==> src/dtmu_defs.svh <==
`ifndef DTMU_DEFS_SVH
`define DTMU_DEFS_SVH

// ----------------------------------------------------------------------------
// Register indices on the debug register port
// ----------------------------------------------------------------------------
`define DTMU_IDX_W 3
`define DTMU_IDX_CTRL 3'h0
`define DTMU_IDX_START0 3'h1
`define DTMU_IDX_START1 3'h2
`define DTMU_IDX_END0 3'h3
`define DTMU_IDX_END1 3'h4

// ----------------------------------------------------------------------------
// Channel control fields and reset values
// ----------------------------------------------------------------------------
`define DTMU_CH0_RW_HI 31
`define DTMU_CH1_RW_HI 29
`define DTMU_CH0_WATCH_BIT 0
`define DTMU_CH1_WATCH_BIT 1
`define DTMU_RW_READ_BIT 0
`define DTMU_RW_WRITE_BIT 1
`define DTMU_CTRL_RESET 32'h0000_0000
`define DTMU_ADDR_RESET 32'h0000_0000

// ----------------------------------------------------------------------------
// Message type codes and error reason
// ----------------------------------------------------------------------------
`define DTMU_TC_WRITE 6'h05
`define DTMU_TC_READ 6'h06
`define DTMU_TC_ERROR 6'h08
`define DTMU_TC_WRITE_SYNC 6'h0d
`define DTMU_TC_READ_SYNC 6'h0e
`define DTMU_TC_WATCH 6'h38
`define DTMU_TC_BITOP 6'h3a
`define DTMU_TC_BITOP_SYNC 6'h3b
`define DTMU_EC_OVERRUN 5'h02

// ----------------------------------------------------------------------------
// Periodic synchronisation count and message width
// ----------------------------------------------------------------------------
`define DTMU_PERIOD_MAX 8'hff
`define DTMU_MSG_W 90

`endif

==> src/dtmu_pkg.sv <==
package dtmu_pkg;

	typedef enum logic [1:0] {
		DTMU_KIND_READ = 2'b00,
		DTMU_KIND_WRITE = 2'b01,
		DTMU_KIND_BITOP = 2'b10
	} dtmu_kind_e;

	typedef enum logic [1:0] {
		DTMU_ST_IDLE = 2'b00,
		DTMU_ST_DATA = 2'b01,
		DTMU_ST_WATCH = 2'b10
	} dtmu_state_e;

	typedef struct packed {
		logic [5:0] message_type_code;
		logic [4:0] error_reason_code;
		logic [31:0] data;
		logic [31:0] addr;
		logic [5:0] addr_len;
		logic [1:0] size;
		logic [4:0] bit_index;
		logic [1:0] bit_op;
	} dtmu_msg_s;

endpackage

==> src/dtmu_buf.sv <==
`timescale 1ns/1ps
`include "dtmu_defs.svh"

module dtmu_buf (
	// Clock and reset
	input wire logic clock,
	input wire logic rst_n,
	// Filling side
	input wire logic in_valid,
	output logic in_ready,
	input wire logic [`DTMU_MSG_W-1:0] in_data,
	// Draining side
	output logic out_valid,
	input wire logic out_ready,
	output logic [`DTMU_MSG_W-1:0] out_data
);

	logic [`DTMU_MSG_W-1:0] mem [0:1];
	logic wr_ptr;
	logic rd_ptr;
	logic [1:0] count;
	logic push;
	logic pop;

	assign in_ready = (count != 2'h2);
	assign out_valid = (count != 2'h0);
	assign push = in_valid && in_ready;
	assign pop = out_valid && out_ready;
	assign out_data = mem[rd_ptr];

	always_ff @(posedge clock) begin
		if (push) begin
			mem[wr_ptr] <= in_data;
		end
	end

	always_ff @(posedge clock or negedge rst_n) begin
		if (!rst_n) begin
			wr_ptr <= 1'b0;
			rd_ptr <= 1'b0;
			count <= 2'h0;
		end else begin
			if (push) begin
				wr_ptr <= ~wr_ptr;
			end
			if (pop) begin
				rd_ptr <= ~rd_ptr;
			end
			if (push && !pop) begin
				count <= count + 2'h1;
			end else if (pop && !push) begin
				count <= count - 2'h1;
			end
		end
	end

endmodule

==> src/dtmu.sv <==
`timescale 1ns/1ps
`include "dtmu_defs.svh"

// Summary of operation
// - Sync pending turns matching read into sync
// - Sync pending after reset
// - Sync pending when trace enabled while running
// - Sync pending on leaving power-down
// - Sync pending on event pin when selected
// - Overrun error message precedes next sync message
// - Force sync after 255 unsynchronised messages
// - First data message after leaving debug mode syncs
// - Read sync carries sized data and size
// - Sync carries full address, read code 14
// - Bit operation in active range gives 58
// - Bit operation: 5-bit index, 2-bit op
// - Unsynchronised address is only differing portion
// - Bit operation sync message code 59
// - Channel read/write enables at 31:30, 29:28
// - Watchpoint enables at control bits 0, 1
// - Each channel matches inclusive start..end range
// - Equal start and end match one address
// - Start above end never matches
// - Data messages only while trace mode set
// - Watchpoint hit sent as its own message

module dtmu (
	// Clock and reset
	input wire logic CLOCK,
	input wire logic RST_N,
	// Debug register port
	input wire logic REG_WR,
	input wire logic REG_RD,
	input wire logic [`DTMU_IDX_W-1:0] REG_IDX,
	input wire logic [31:0] REG_WDATA,
	output logic [31:0] REG_RDATA,
	// Processor data access
	input wire logic ACC_VALID,
	input wire logic [1:0] ACC_KIND,
	input wire logic [31:0] ACC_ADDR,
	input wire logic [31:0] ACC_DATA,
	input wire logic [1:0] ACC_SIZE,
	input wire logic [4:0] ACC_BIT,
	input wire logic [1:0] ACC_BIT_OP,
	// Processor state and development control
	input wire logic TRACE_MODE,
	input wire logic CPU_RUN,
	input wire logic POWER_DOWN,
	input wire logic DEBUG_MODE,
	input wire logic EVENT_SYNC_SEL,
	input wire logic EVENT_INPUT_PIN,
	// Trace message output
	output logic MSG_VALID,
	input wire logic MSG_READY,
	output logic [5:0] MSG_TYPE_CODE,
	output logic [4:0] MSG_ERROR_REASON,
	output logic [31:0] MSG_DATA,
	output logic [31:0] MSG_ADDR,
	output logic [5:0] MSG_ADDR_LEN,
	output logic [1:0] MSG_SIZE,
	output logic [4:0] MSG_BIT,
	output logic [1:0] MSG_BIT_OP
);

	// ------------------------------------------------------------------------
	// Helper functions
	// ------------------------------------------------------------------------

	// Number of significant bits, so leading zeros can be dropped.
	function automatic logic [5:0] sig_len(input logic [31:0] value);
		logic [5:0] len;
		len = 6'h00;
		for (int i = 0; i < 32; i++) begin
			if (value[i]) begin
				len = 6'(i + 1);
			end
		end
		return len;
	endfunction

	function automatic logic [31:0] size_mask(input logic [1:0] size);
		logic [31:0] mask;
		mask = 32'hffff_ffff;
		if (size == 2'h0) begin
			mask = 32'h0000_00ff;
		end else if (size == 2'h1) begin
			mask = 32'h0000_ffff;
		end
		return mask;
	endfunction

	// ------------------------------------------------------------------------
	// Registers
	// ------------------------------------------------------------------------

	logic [31:0] channel_control;
	logic [31:0] range_start [0:1];
	logic [31:0] range_end [0:1];

	always_ff @(posedge CLOCK or negedge RST_N) begin
		if (!RST_N) begin
			channel_control <= `DTMU_CTRL_RESET;
			range_start[0] <= `DTMU_ADDR_RESET;
			range_start[1] <= `DTMU_ADDR_RESET;
			range_end[0] <= `DTMU_ADDR_RESET;
			range_end[1] <= `DTMU_ADDR_RESET;
		end else if (REG_WR) begin
			unique case (REG_IDX)
				`DTMU_IDX_CTRL: begin
					channel_control <= {REG_WDATA[31:28], 26'h0, REG_WDATA[1:0]};
				end
				`DTMU_IDX_START0: begin
					range_start[0] <= REG_WDATA;
				end
				`DTMU_IDX_START1: begin
					range_start[1] <= REG_WDATA;
				end
				`DTMU_IDX_END0: begin
					range_end[0] <= REG_WDATA;
				end
				`DTMU_IDX_END1: begin
					range_end[1] <= REG_WDATA;
				end
				default: begin
				end
			endcase
		end
	end

	always_ff @(posedge CLOCK or negedge RST_N) begin
		if (!RST_N) begin
			REG_RDATA <= 32'h0000_0000;
		end else if (REG_RD) begin
			unique case (REG_IDX)
				`DTMU_IDX_CTRL: REG_RDATA <= channel_control;
				`DTMU_IDX_START0: REG_RDATA <= range_start[0];
				`DTMU_IDX_START1: REG_RDATA <= range_start[1];
				`DTMU_IDX_END0: REG_RDATA <= range_end[0];
				`DTMU_IDX_END1: REG_RDATA <= range_end[1];
				default: REG_RDATA <= 32'h0000_0000;
			endcase
		end
	end

	// ------------------------------------------------------------------------
	// Channel match
	// ------------------------------------------------------------------------

	logic [1:0] in_range;
	logic [1:0] trace_hit;
	logic [1:0] watch_en;
	logic [1:0] rw_en [0:1];

	assign rw_en[0] = channel_control[`DTMU_CH0_RW_HI -: 2];
	assign rw_en[1] = channel_control[`DTMU_CH1_RW_HI -: 2];
	assign watch_en[0] = channel_control[`DTMU_CH0_WATCH_BIT];
	assign watch_en[1] = channel_control[`DTMU_CH1_WATCH_BIT];

	generate
		for (genvar ch = 0; ch < 2; ch++) begin : g_chan
			// Inclusive range; equal bounds give one address, inverted bounds none.
			assign in_range[ch] = (range_start[ch] <= range_end[ch]) &&
				(ACC_ADDR >= range_start[ch]) && (ACC_ADDR <= range_end[ch]);
			always_comb begin
				unique case (ACC_KIND)
					dtmu_pkg::DTMU_KIND_READ: trace_hit[ch] = rw_en[ch][`DTMU_RW_READ_BIT];
					dtmu_pkg::DTMU_KIND_WRITE: trace_hit[ch] = rw_en[ch][`DTMU_RW_WRITE_BIT];
					dtmu_pkg::DTMU_KIND_BITOP: trace_hit[ch] = |rw_en[ch];
					default: trace_hit[ch] = 1'b0;
				endcase
			end
		end
	endgenerate

	logic data_fire;
	logic watch_fire;

	assign data_fire = ACC_VALID && TRACE_MODE && |(in_range & trace_hit);
	assign watch_fire = ACC_VALID && |(in_range & watch_en);

	// ------------------------------------------------------------------------
	// Synchronisation sources
	// ------------------------------------------------------------------------

	logic evt_s1;
	logic evt_s2;
	logic evt_q;
	logic trace_q;
	logic power_q;
	logic debug_q;

	always_ff @(posedge CLOCK or negedge RST_N) begin
		if (!RST_N) begin
			evt_s1 <= 1'b0;
			evt_s2 <= 1'b0;
			evt_q <= 1'b0;
		end else begin
			evt_s1 <= EVENT_INPUT_PIN;
			evt_s2 <= evt_s1;
			evt_q <= evt_s2;
		end
	end

	always_ff @(posedge CLOCK or negedge RST_N) begin
		if (!RST_N) begin
			trace_q <= 1'b0;
			power_q <= 1'b0;
			debug_q <= 1'b0;
		end else begin
			trace_q <= TRACE_MODE;
			power_q <= POWER_DOWN;
			debug_q <= DEBUG_MODE;
		end
	end

	logic sync_set;
	logic sync_pending;
	logic overrun;
	logic [7:0] period_cnt;
	logic need_sync;
	logic take;
	logic drop;
	dtmu_pkg::dtmu_state_e state;

	assign sync_set = (TRACE_MODE && !trace_q && CPU_RUN) ||
		(power_q && !POWER_DOWN) ||
		(debug_q && !DEBUG_MODE) ||
		(evt_s2 && !evt_q && EVENT_SYNC_SEL);
	assign need_sync = sync_pending || overrun || (period_cnt == `DTMU_PERIOD_MAX);

	logic buf_in_valid;
	logic buf_in_ready;
	logic [`DTMU_MSG_W-1:0] buf_in_data;

	assign take = (state == dtmu_pkg::DTMU_ST_IDLE) && buf_in_ready && (data_fire || watch_fire);
	assign drop = data_fire && !take;

	// Set wins over clear so an edge in the sending cycle is kept.
	always_ff @(posedge CLOCK or negedge RST_N) begin
		if (!RST_N) begin
			sync_pending <= 1'b1;
		end else begin
			sync_pending <= sync_set || (sync_pending && !(take && data_fire));
		end
	end

	always_ff @(posedge CLOCK or negedge RST_N) begin
		if (!RST_N) begin
			overrun <= 1'b0;
		end else if (drop) begin
			overrun <= 1'b1;
		end else if (take && data_fire) begin
			overrun <= 1'b0;
		end
	end

	always_ff @(posedge CLOCK or negedge RST_N) begin
		if (!RST_N) begin
			period_cnt <= 8'h00;
		end else if (take && data_fire) begin
			if (need_sync) begin
				period_cnt <= 8'h00;
			end else begin
				period_cnt <= period_cnt + 8'h01;
			end
		end
	end

	// ------------------------------------------------------------------------
	// Message composition
	// ------------------------------------------------------------------------

	logic [31:0] prev_addr;
	logic [31:0] uniq_addr;
	dtmu_pkg::dtmu_msg_s data_msg;
	dtmu_pkg::dtmu_msg_s err_msg;
	dtmu_pkg::dtmu_msg_s watch_msg;
	dtmu_pkg::dtmu_msg_s hold_data;
	dtmu_pkg::dtmu_msg_s hold_watch;
	logic watch_pending;

	assign uniq_addr = ACC_ADDR ^ prev_addr;

	always_comb begin
		data_msg = '0;
		data_msg.bit_index = ACC_BIT;
		data_msg.bit_op = ACC_BIT_OP;
		if (ACC_KIND != dtmu_pkg::DTMU_KIND_BITOP) begin
			data_msg.data = ACC_DATA & size_mask(ACC_SIZE);
			data_msg.size = ACC_SIZE;
			data_msg.bit_index = 5'h00;
			data_msg.bit_op = 2'h0;
		end
		if (need_sync) begin
			data_msg.addr = ACC_ADDR;
			data_msg.addr_len = sig_len(ACC_ADDR);
		end else begin
			data_msg.addr = uniq_addr;
			data_msg.addr_len = sig_len(uniq_addr);
		end
		unique case (ACC_KIND)
			dtmu_pkg::DTMU_KIND_WRITE: begin
				data_msg.message_type_code = need_sync ? `DTMU_TC_WRITE_SYNC : `DTMU_TC_WRITE;
			end
			dtmu_pkg::DTMU_KIND_BITOP: begin
				data_msg.message_type_code = need_sync ? `DTMU_TC_BITOP_SYNC : `DTMU_TC_BITOP;
			end
			default: begin
				data_msg.message_type_code = need_sync ? `DTMU_TC_READ_SYNC : `DTMU_TC_READ;
			end
		endcase
	end

	always_comb begin
		err_msg = '0;
		err_msg.message_type_code = `DTMU_TC_ERROR;
		err_msg.error_reason_code = `DTMU_EC_OVERRUN;
		watch_msg = '0;
		watch_msg.message_type_code = `DTMU_TC_WATCH;
		watch_msg.addr = ACC_ADDR;
		watch_msg.addr_len = sig_len(ACC_ADDR);
		watch_msg.bit_index = {3'h0, in_range & watch_en};
	end

	always_ff @(posedge CLOCK or negedge RST_N) begin
		if (!RST_N) begin
			prev_addr <= 32'h0000_0000;
		end else if (take && data_fire) begin
			prev_addr <= ACC_ADDR;
		end
	end

	always_ff @(posedge CLOCK or negedge RST_N) begin
		if (!RST_N) begin
			hold_data <= '0;
			hold_watch <= '0;
			watch_pending <= 1'b0;
		end else if (take) begin
			hold_data <= data_msg;
			hold_watch <= watch_msg;
			watch_pending <= watch_fire;
		end
	end

	// ------------------------------------------------------------------------
	// Sequencer: error, data and watchpoint messages go out in that order
	// ------------------------------------------------------------------------

	always_ff @(posedge CLOCK or negedge RST_N) begin
		if (!RST_N) begin
			state <= dtmu_pkg::DTMU_ST_IDLE;
		end else begin
			unique case (state)
				dtmu_pkg::DTMU_ST_IDLE: begin
					if (take && data_fire && overrun) begin
						state <= dtmu_pkg::DTMU_ST_DATA;
					end else if (take && data_fire && watch_fire) begin
						state <= dtmu_pkg::DTMU_ST_WATCH;
					end
				end
				dtmu_pkg::DTMU_ST_DATA: begin
					if (buf_in_ready) begin
						state <= watch_pending ? dtmu_pkg::DTMU_ST_WATCH : dtmu_pkg::DTMU_ST_IDLE;
					end
				end
				dtmu_pkg::DTMU_ST_WATCH: begin
					if (buf_in_ready) begin
						state <= dtmu_pkg::DTMU_ST_IDLE;
					end
				end
				default: begin
					state <= dtmu_pkg::DTMU_ST_IDLE;
				end
			endcase
		end
	end

	always_comb begin
		buf_in_valid = 1'b0;
		buf_in_data = data_msg;
		unique case (state)
			dtmu_pkg::DTMU_ST_IDLE: begin
				buf_in_valid = take;
				if (data_fire && overrun) begin
					buf_in_data = err_msg;
				end else if (!data_fire) begin
					buf_in_data = watch_msg;
				end
			end
			dtmu_pkg::DTMU_ST_DATA: begin
				buf_in_valid = 1'b1;
				buf_in_data = hold_data;
			end
			dtmu_pkg::DTMU_ST_WATCH: begin
				buf_in_valid = 1'b1;
				buf_in_data = hold_watch;
			end
			default: begin
			end
		endcase
	end

	// ------------------------------------------------------------------------
	// Output buffer
	// ------------------------------------------------------------------------

	dtmu_pkg::dtmu_msg_s out_msg;
	logic [`DTMU_MSG_W-1:0] out_raw;

	dtmu_buf dtmu_buf_i (
		.clock(CLOCK),
		.rst_n(RST_N),
		.in_valid(buf_in_valid),
		.in_ready(buf_in_ready),
		.in_data(buf_in_data),
		.out_valid(MSG_VALID),
		.out_ready(MSG_READY),
		.out_data(out_raw)
	);

	assign out_msg = out_raw;
	assign MSG_TYPE_CODE = out_msg.message_type_code;
	assign MSG_ERROR_REASON = out_msg.error_reason_code;
	assign MSG_DATA = out_msg.data;
	assign MSG_ADDR = out_msg.addr;
	assign MSG_ADDR_LEN = out_msg.addr_len;
	assign MSG_SIZE = out_msg.size;
	assign MSG_BIT = out_msg.bit_index;
	assign MSG_BIT_OP = out_msg.bit_op;

endmodule

==> config.mk <==
export PLATFORM = sky130hd
export DESIGN_NAME = dtmu
export DESIGN_NICKNAME = d
export VERILOG_FILES = /design/src/dtmu_pkg.sv /design/src/dtmu_buf.sv /design/src/dtmu.sv
export VERILOG_INCLUDE_DIRS = /design/src
export SDC_FILE = /design/constraint.sdc
export NUM_CORES = 1
export LEC_CHECK = 0
export BUFFER_PORTS_ARGS = -buffer_cell sky130_fd_sc_hd__buf_2
export CAP_MARGIN = 10
export CORE_ASPECT_RATIO = 0.75
export CORE_MARGIN = 4
export CORE_UTILIZATION = 40
export DETAILED_ROUTE_END_ITERATION = 6
export SYNTH_ARGS = -nofsm -noshare
export SYNTH_HDL_FRONTEND = slang
export SYNTH_SLANG_ARGS = --single-unit
==> constraint.sdc <==
create_clock -name CLOCK -period 9.9 [get_ports CLOCK]
set_input_delay 1.485 -clock CLOCK [delete_from_list [all_inputs] [get_ports CLOCK]]
set_output_delay 1.485 -clock CLOCK [all_outputs]
set_load 0.01 [all_outputs]
==> flow_summary.ini, run 1 <==
[final_layout]
layout.area.seq_sq_mm = 0.0137
multi_input_comb_area_sq_mm = 0.0134
post-route-util_pct = 46.4
synthToLayoutAreaGrowth_pct = 13.8
nets = 3261
final_layout_size_suffix_gt1_share_pct = 18.2
instances_no_fill = 3930
fillers = 6577

[synthesis]
synthCells = 2766
syn_area_per_cell_sq_um = 10.4
ys_seq_area_share_pct = 47.5
synthesis.area_sq_mm = 0.0288
yosys.area.top_type_share_pct = 29.8
ys_ff_latch = 512
synth_adder_area_share_pct = 8.88
synth_area_leaders = dfrtp_1 (30%), edfxtp_1 (18%), ha_1 (8.9%)
synth.distinct_cells = 72
ys_warn_count = 0
netlist_top_cells_count = dfrtp_1 (343), nand2_1 (311), inv_1 (294)
synth-xor-area-share_pct = 3.08
async_flop_share_pct = 67.2
synth_most_common_cell = dfrtp_1
synth_enable_flop_cells = 168
synth-compound-area-share_pct = 14.9
synth_top_area_cell = dfrtp_1
synthMuxAreaShare_pct = 10.6
synth_top_family_by_area = compound AO/OA/AOI/OAI gates
ys.flop_type = dfrtp_1
yosys.area_share.simple_pct = 8.68

[pwr]
clock_power_share_pct = 25.4
switching_share_pct = 35.9
p_leak_uw = 0.0139
peakVddDrop_mv = 0.144
cellPowerDensity_mw_per_mm2 = 261
p_comb_share_pct = 34.8
p_int_uw = 5470
p_sw_uw = 3070
power_frac_seq_pct = 39.8

[floorplanning]
ios = 245
die_w_um = 318
initial_core_util_pct = 40.7
fp.dieArea_sq_mm = 0.0763
row_count = 84
die_y_um = 240
core_sq_mm = 0.0706

[clocking]
htree_levels = 2
clk_pin_slew_ps = 60
cts_buffer_depth = 3
hold_buffers = 0
cts_tree = yes
clkLatencyLatePin_ps = 640
post_cts_buffers = 0
clkSinkCount = 512
cts_made_buffers = 54
root_buffer = clkbuf_16
post_cts_resized = 0

[route]
vias = 22200
drt-initial-drc-count = 1934
viasPerCell = 5.64
met1_length_um = 40300
highest_layer = met5
finalWirelength_um = 88300
firstDrtPassIters = 5
drc = 0
wire_per_inst_um = 22.5
wl_met3_um = 5880
ant_nets = 0
wl_met2_um = 39700

[setup_path]
worstReg2RegStart = range_end[53]$_DFFE_PN0P_
worst-setup-path-type = in2reg
r2r_cells = 12
rrSetupSlack_ps = 3930
endpoint_kind = register
worstSetupStartpointType = primary input
cp.arrival_ps = 6810
r2r_end = dtmu_buf_i.mem[1][72]$_DFFE_PP_
cp_max_fo = 51
cp_data_required_time_ps = 10160

[sta]
skew_ps = 40.7
hold_viol = 0
maxSlewHeadroom_pct = 19.9
setup-violations-final = 0
finalCritPeriodShare_pct = 66.2
clock.fmax_mhz = 153
tightestPinTransition_ps = 1180
timing.final.crit_period_ps = 6550
rsz0062_at_grt = false
finalMaxSlewViolations = 0

[global_route]
grt_pass1_wl_um = 135000
globalRouteOverflowTotal = 0
grt_start_max_net_pins = 93
grtUsageTotal_pct = 22.6
grt_antenna_before_repair = 8
grt_pass1_vias = 22200

[placement]
placedCellCount = 3825
place.gp.congestion = 0.913
io_buffers = 240
dpl.hpwl_um = 63200

[min_path]
min_to = evt_s2$_DFF_PN0_
hold_depth = 0
hp-class = reg2reg
worstHoldStart = evt_s1$_DFF_PN0_

[flow_run]
maxCapViolCount = 0

[status]
outcome = finished, final reports clean
[per-stage QoR]
step	TNS [ps]	cell area, sq um	setup WS [ps]	hold WS [ps]	total power (uW)
6_report	0	32700	3350	364	8530
3_3_place_gp	0	30800	2910	337	6290
3_5_place_dp	0	30800	2770	342	6390
2_1_floorplan	-166680	28800	-992	331	5320
4_1_cts	0	32700	3460	364	8600
5_1_grt	0	32700	3110	369	9050
[cell usage in the layout, fill, tap and decap left out, types with 18 or more instances in the layout]
master	instances
o22a_1	27
ha_1	203
nand4_1	39
inv_1	294
mux2i_1	102
a21oi_1	103
dfrtp_1	342
nor2b_1	38
xor2_1	40
a211oi_1	51
a221oi_1	57
o21ai_0	240
o22ai_1	28
buf_4	36
a22oi_1	35
nor3_1	18
nand2_1	311
nor2_1	60
mux2_2	152
buf_2	239
xnor2_1	61
nand3_1	20
edfxtp_1	168
clkbuf_16	54
[power by group through the flow]
stage          Sequential, uW  Combinational, uW  Clock, uW
2_1_floorplan            3340               1990          0
3_3_place_gp             3390               2900          0
3_5_place_dp             3420               2970          0
4_1_cts                  3390               2990       2220
5_1_grt                  3470               3270       2320
6_report                 3400               2960       2170
[per-layer routing]
metal	global-route usage [%]	up-vias
met4	6.10	6
met1	32.1	11000
met2	35.9	795
met3	3.74	140
met5	0	-
li1	-	10200
[registers in the layout, indices dropped and copies added (netlist names)]
register and flops:
evt_q 1, range_start 64, watch_pending 1, overrun 1
power_q 1, prev_addr 32, channel_control 6, dtmu_buf_i.wr_ptr 1
state 2, sync_pending 1, evt_s2 1, hold_data 83
evt_s1 1, range_end 64, dtmu_buf_i.mem 168, dtmu_buf_i.count 2
period_cnt 8, dtmu_buf_i.rd_ptr 1, debug_q 1, REG_RDATA 32
trace_q 1, hold_watch 40
[critical path: stages]
cell,delay (ps)
buf_2,330
ha_1,320
nand4_1,200
inv_1,60
a221oi_1,510
a22oi_1,170
a221o_1,330
nor3_1,880
a22oi_1,500
a21o_2,530
a211oi_4,300
buf_4,460
buf_4,670
[worst max-delay path by stage]
stage / start / endpoint / slack [ps]
2_1_floorplan: ACC_ADDR[3] / dtmu_buf_i.mem[0][0]$_DFFE_PP_ / -990
3_3_place_gp: ACC_ADDR[7] / dtmu_buf_i.mem[1][84]$_DFFE_PP_ / 2910
3_5_place_dp: ACC_ADDR[29] / dtmu_buf_i.mem[1][71]$_DFFE_PP_ / 2770
4_1_cts: ACC_ADDR[29] / dtmu_buf_i.mem[1][72]$_DFFE_PP_ / 3460
5_1_grt: ACC_ADDR[0] / dtmu_buf_i.mem[1][72]$_DFFE_PP_ / 3110
6_report: ACC_ADDR[29] / dtmu_buf_i.mem[1][72]$_DFFE_PP_ / 3350
[cells by family (layout without fill, tap and decap cells)]
| group | Yosys count | after routing |
|---|---|---|
| AO/OA/AOI/OAI | 662 | 662 |
| adder cells (fa/ha/maj) | 204 | 204 |
| buffers and inverters | 461 | 672 |
| AND/OR/NAND/NOR | 549 | 549 |
| flip-flops | 512 | 512 |
| other | 1 | 8 |
| XOR/XNOR | 101 | 101 |
| multiplexers | 276 | 276 |
[area by class of cell]
class	count	area share (%)
Antenna cell	4	0.0306
Clock buffer	76	4.56
Clock inverter	25	1.22
Inverter	294	3.37
Multi-Input combinational cell	1796	40.9
Sequential cell	512	41.7
Tap cell	946	3.62
Timing Repair Buffer	277	4.59
No activity file was read; power rests on OpenSTA's default activity.
==> inputs of run 2 (changes only) <==
clock period = 6.88 ns   (was 9.9 ns; I/O delays follow)
==> flow_summary.ini, run 2 (same netlist as run 1, synthesis figures left out) <==
[pwr]
p_leak_uw = 0.0140
peakVddDrop_mv = 0.214
cellPowerDensity_mw_per_mm2 = 375

[route]
firstDrtPassIters = 5
drc = 0
wire_per_inst_um = 22.6
drt-initial-drc-count = 2012
finalWirelength_um = 88800
ant_nets = 0
vias = 22100
viasPerCell = 5.63

[sta]
skew_ps = 55.9
maxSlewHeadroom_pct = 11.1
finalCritPeriodShare_pct = 80.8
finalMaxSlewViolations = 0
rsz0062_at_grt = false
tightestPinTransition_ps = 1330
whs_ps = 360
timing.final.crit_period_ps = 5560
clock.fmax_mhz = 180
hold_viol = 0
setup-violations-final = 0

[clocking]
clkSinkCount = 512
post_cts_resized = 0
post_cts_buffers = 0
clkLatencyLatePin_ps = 650
cts_buffer_depth = 3
clk_pin_slew_ps = 60
htree_levels = 2
hold_buffers = 0
cts_made_buffers = 54
cts_tree = yes
root_buffer = clkbuf_16

[final_layout]
top_regs = dtmu_buf_i.mem x168, hold_data x83
synthToLayoutAreaGrowth_pct = 14.0
largest_reg_flops = 168
stdcell_area_sq_mm = 0.0328
final_common_cell = dfrtp_1
regMostFlops = dtmu_buf_i.mem
layout_common_cells = dfrtp_1 (342), nand2_1 (311), inv_1 (294)
nets = 3263
final_layout_size_suffix_gt1_share_pct = 18.2

[setup_path]
cp.arrival_ps = 5830
rrSetupSlack_ps = 1590
worstReg2RegStart = range_end[27]$_DFFE_PN0P_
cp_max_fo = 52
worst-setup-path-type = in2reg
slowest_stage = a211oi_1
endpoint_kind = register
r2r_end = dtmu_buf_i.mem[1][32]$_DFFE_PP_
worstSetupStartpointType = primary input
cp_data_required_time_ps = 7150
r2r_cells = 11
crit_chain = buf_2, ha_1, nand4_1, nor4_1, nand2_1, a22o_1, a211oi_1, a22oi_1, a21o_2, a211oi_4, buf_4
cpPeakStageDelay_ps = 940

[flow_run]
maxCapViolCount = 0

[floorplanning]
die_y_um = 240
fp.dieArea_sq_mm = 0.0763
initial_core_util_pct = 40.7
die_w_um = 318
ios = 245
row_count = 84
core_sq_mm = 0.0706

[placement]
place.gp.congestion = 0.904
postPlaceCellArea_sq_mm = 0.0309
io_buffers = 240
dpl.hpwl_um = 62900

[min_path]
hp-class = reg2reg
hold_depth = 0
min_to = evt_s2$_DFF_PN0_
worstHoldStart = evt_s1$_DFF_PN0_

[global_route]
grtUsageTotal_pct = 22.6
grt_start_max_net_pins = 150
grt_pass1_vias = 22100
grt_antenna_before_repair = 4
globalRouteOverflowTotal = 0
grt_pass1_wl_um = 135000

[status]
outcome = finished, final reports clean
-- run 2: cell types whose count changed in the layout (fill, tap and decap cells not counted) --
cell / delta
buf_12: +2
clkinvlp_4: -1
clkinv_1: -1
bufinv_16: -2
clkinvlp_2: -1
inv_16: -1
clkbuf_16: +1
inv_6: -1
diode_2: -2
clkinv_2: -1
clkbuf_1: -1
clkinv_16: +1
clkbuf_8: +6
-- run 2: worst max-delay path: cells and delay by family --
family	cells	cell delay (ps)
compound gates	5	2430
simple gates	3	1050
buf+inv	2	860
fa+ha+maj	1	380
-- run 2: metal layers --
layer  global-route usage (%)  share of wire (%)  wire (um)
met2                     35.3                 45      39700
met3                     4.43                7.3       6440
met4                     6.05                2.4       2140
met5                    0.926               0.13        111
met1                     32.3                 46      40400
-- run 2: worst max-delay path by stage --
stage | start | endpoint | slack [ps] | cells after the start
after floorplan | ACC_ADDR[3] | dtmu_buf_i.mem[0][0]$_DFFE_PP_ | -630 | 14
after global placement | ACC_ADDR[27] | dtmu_buf_i.mem[1][49]$_DFFE_PP_ | 760 | 11
after detailed placement | ACC_ADDR[27] | dtmu_buf_i.mem[1][22]$_DFFE_PP_ | 710 | 11
after CTS | ACC_ADDR[27] | dtmu_buf_i.mem[1][22]$_DFFE_PP_ | 1380 | 11
after global routing | ACC_ADDR[31] | dtmu_buf_i.mem[1][32]$_DFFE_PP_ | 1170 | 11
final | ACC_ADDR[27] | dtmu_buf_i.mem[1][32]$_DFFE_PP_ | 1320 | 11
-- run 2: per-stage QoR --
step | setup slack, ps | setup TNS (ps) | cells | power (uW) | utilization [%]
floorplan | -634 | -106500 | 2769 | 7620 | -
global placement | 765 | 0 | 3827 | 9070 | 43.7
detailed placement | 711 | 0 | 3827 | 9200 | 43.7
CTS | 1380 | 0 | 3927 | 12400 | 46.4
global route | 1170 | 0 | 3929 | 13000 | 46.4
finish | 1320 | 0 | 3929 | 12300 | 46.4
-- run 2: final cells by class --
type / count / area [sq um]
well taps: 946 / 1180
repair buffers: 279 / 1540
fillers: 6629 / 37800
clock inverters: 18 / 318
flip-flops and latches: 512 / 13700
clock buffers: 82 / 1600
multi-input cells: 1796 / 13400
inverters: 294 / 1100
diodes: 2 / 5.00
-- run 2: report_power, final --
part           internal, uW  leakage (uW)  switching [uW]
Clock                  1840      0.000924            1300
Sequential             4300       0.00570             591
Combinational          1740       0.00734            2520
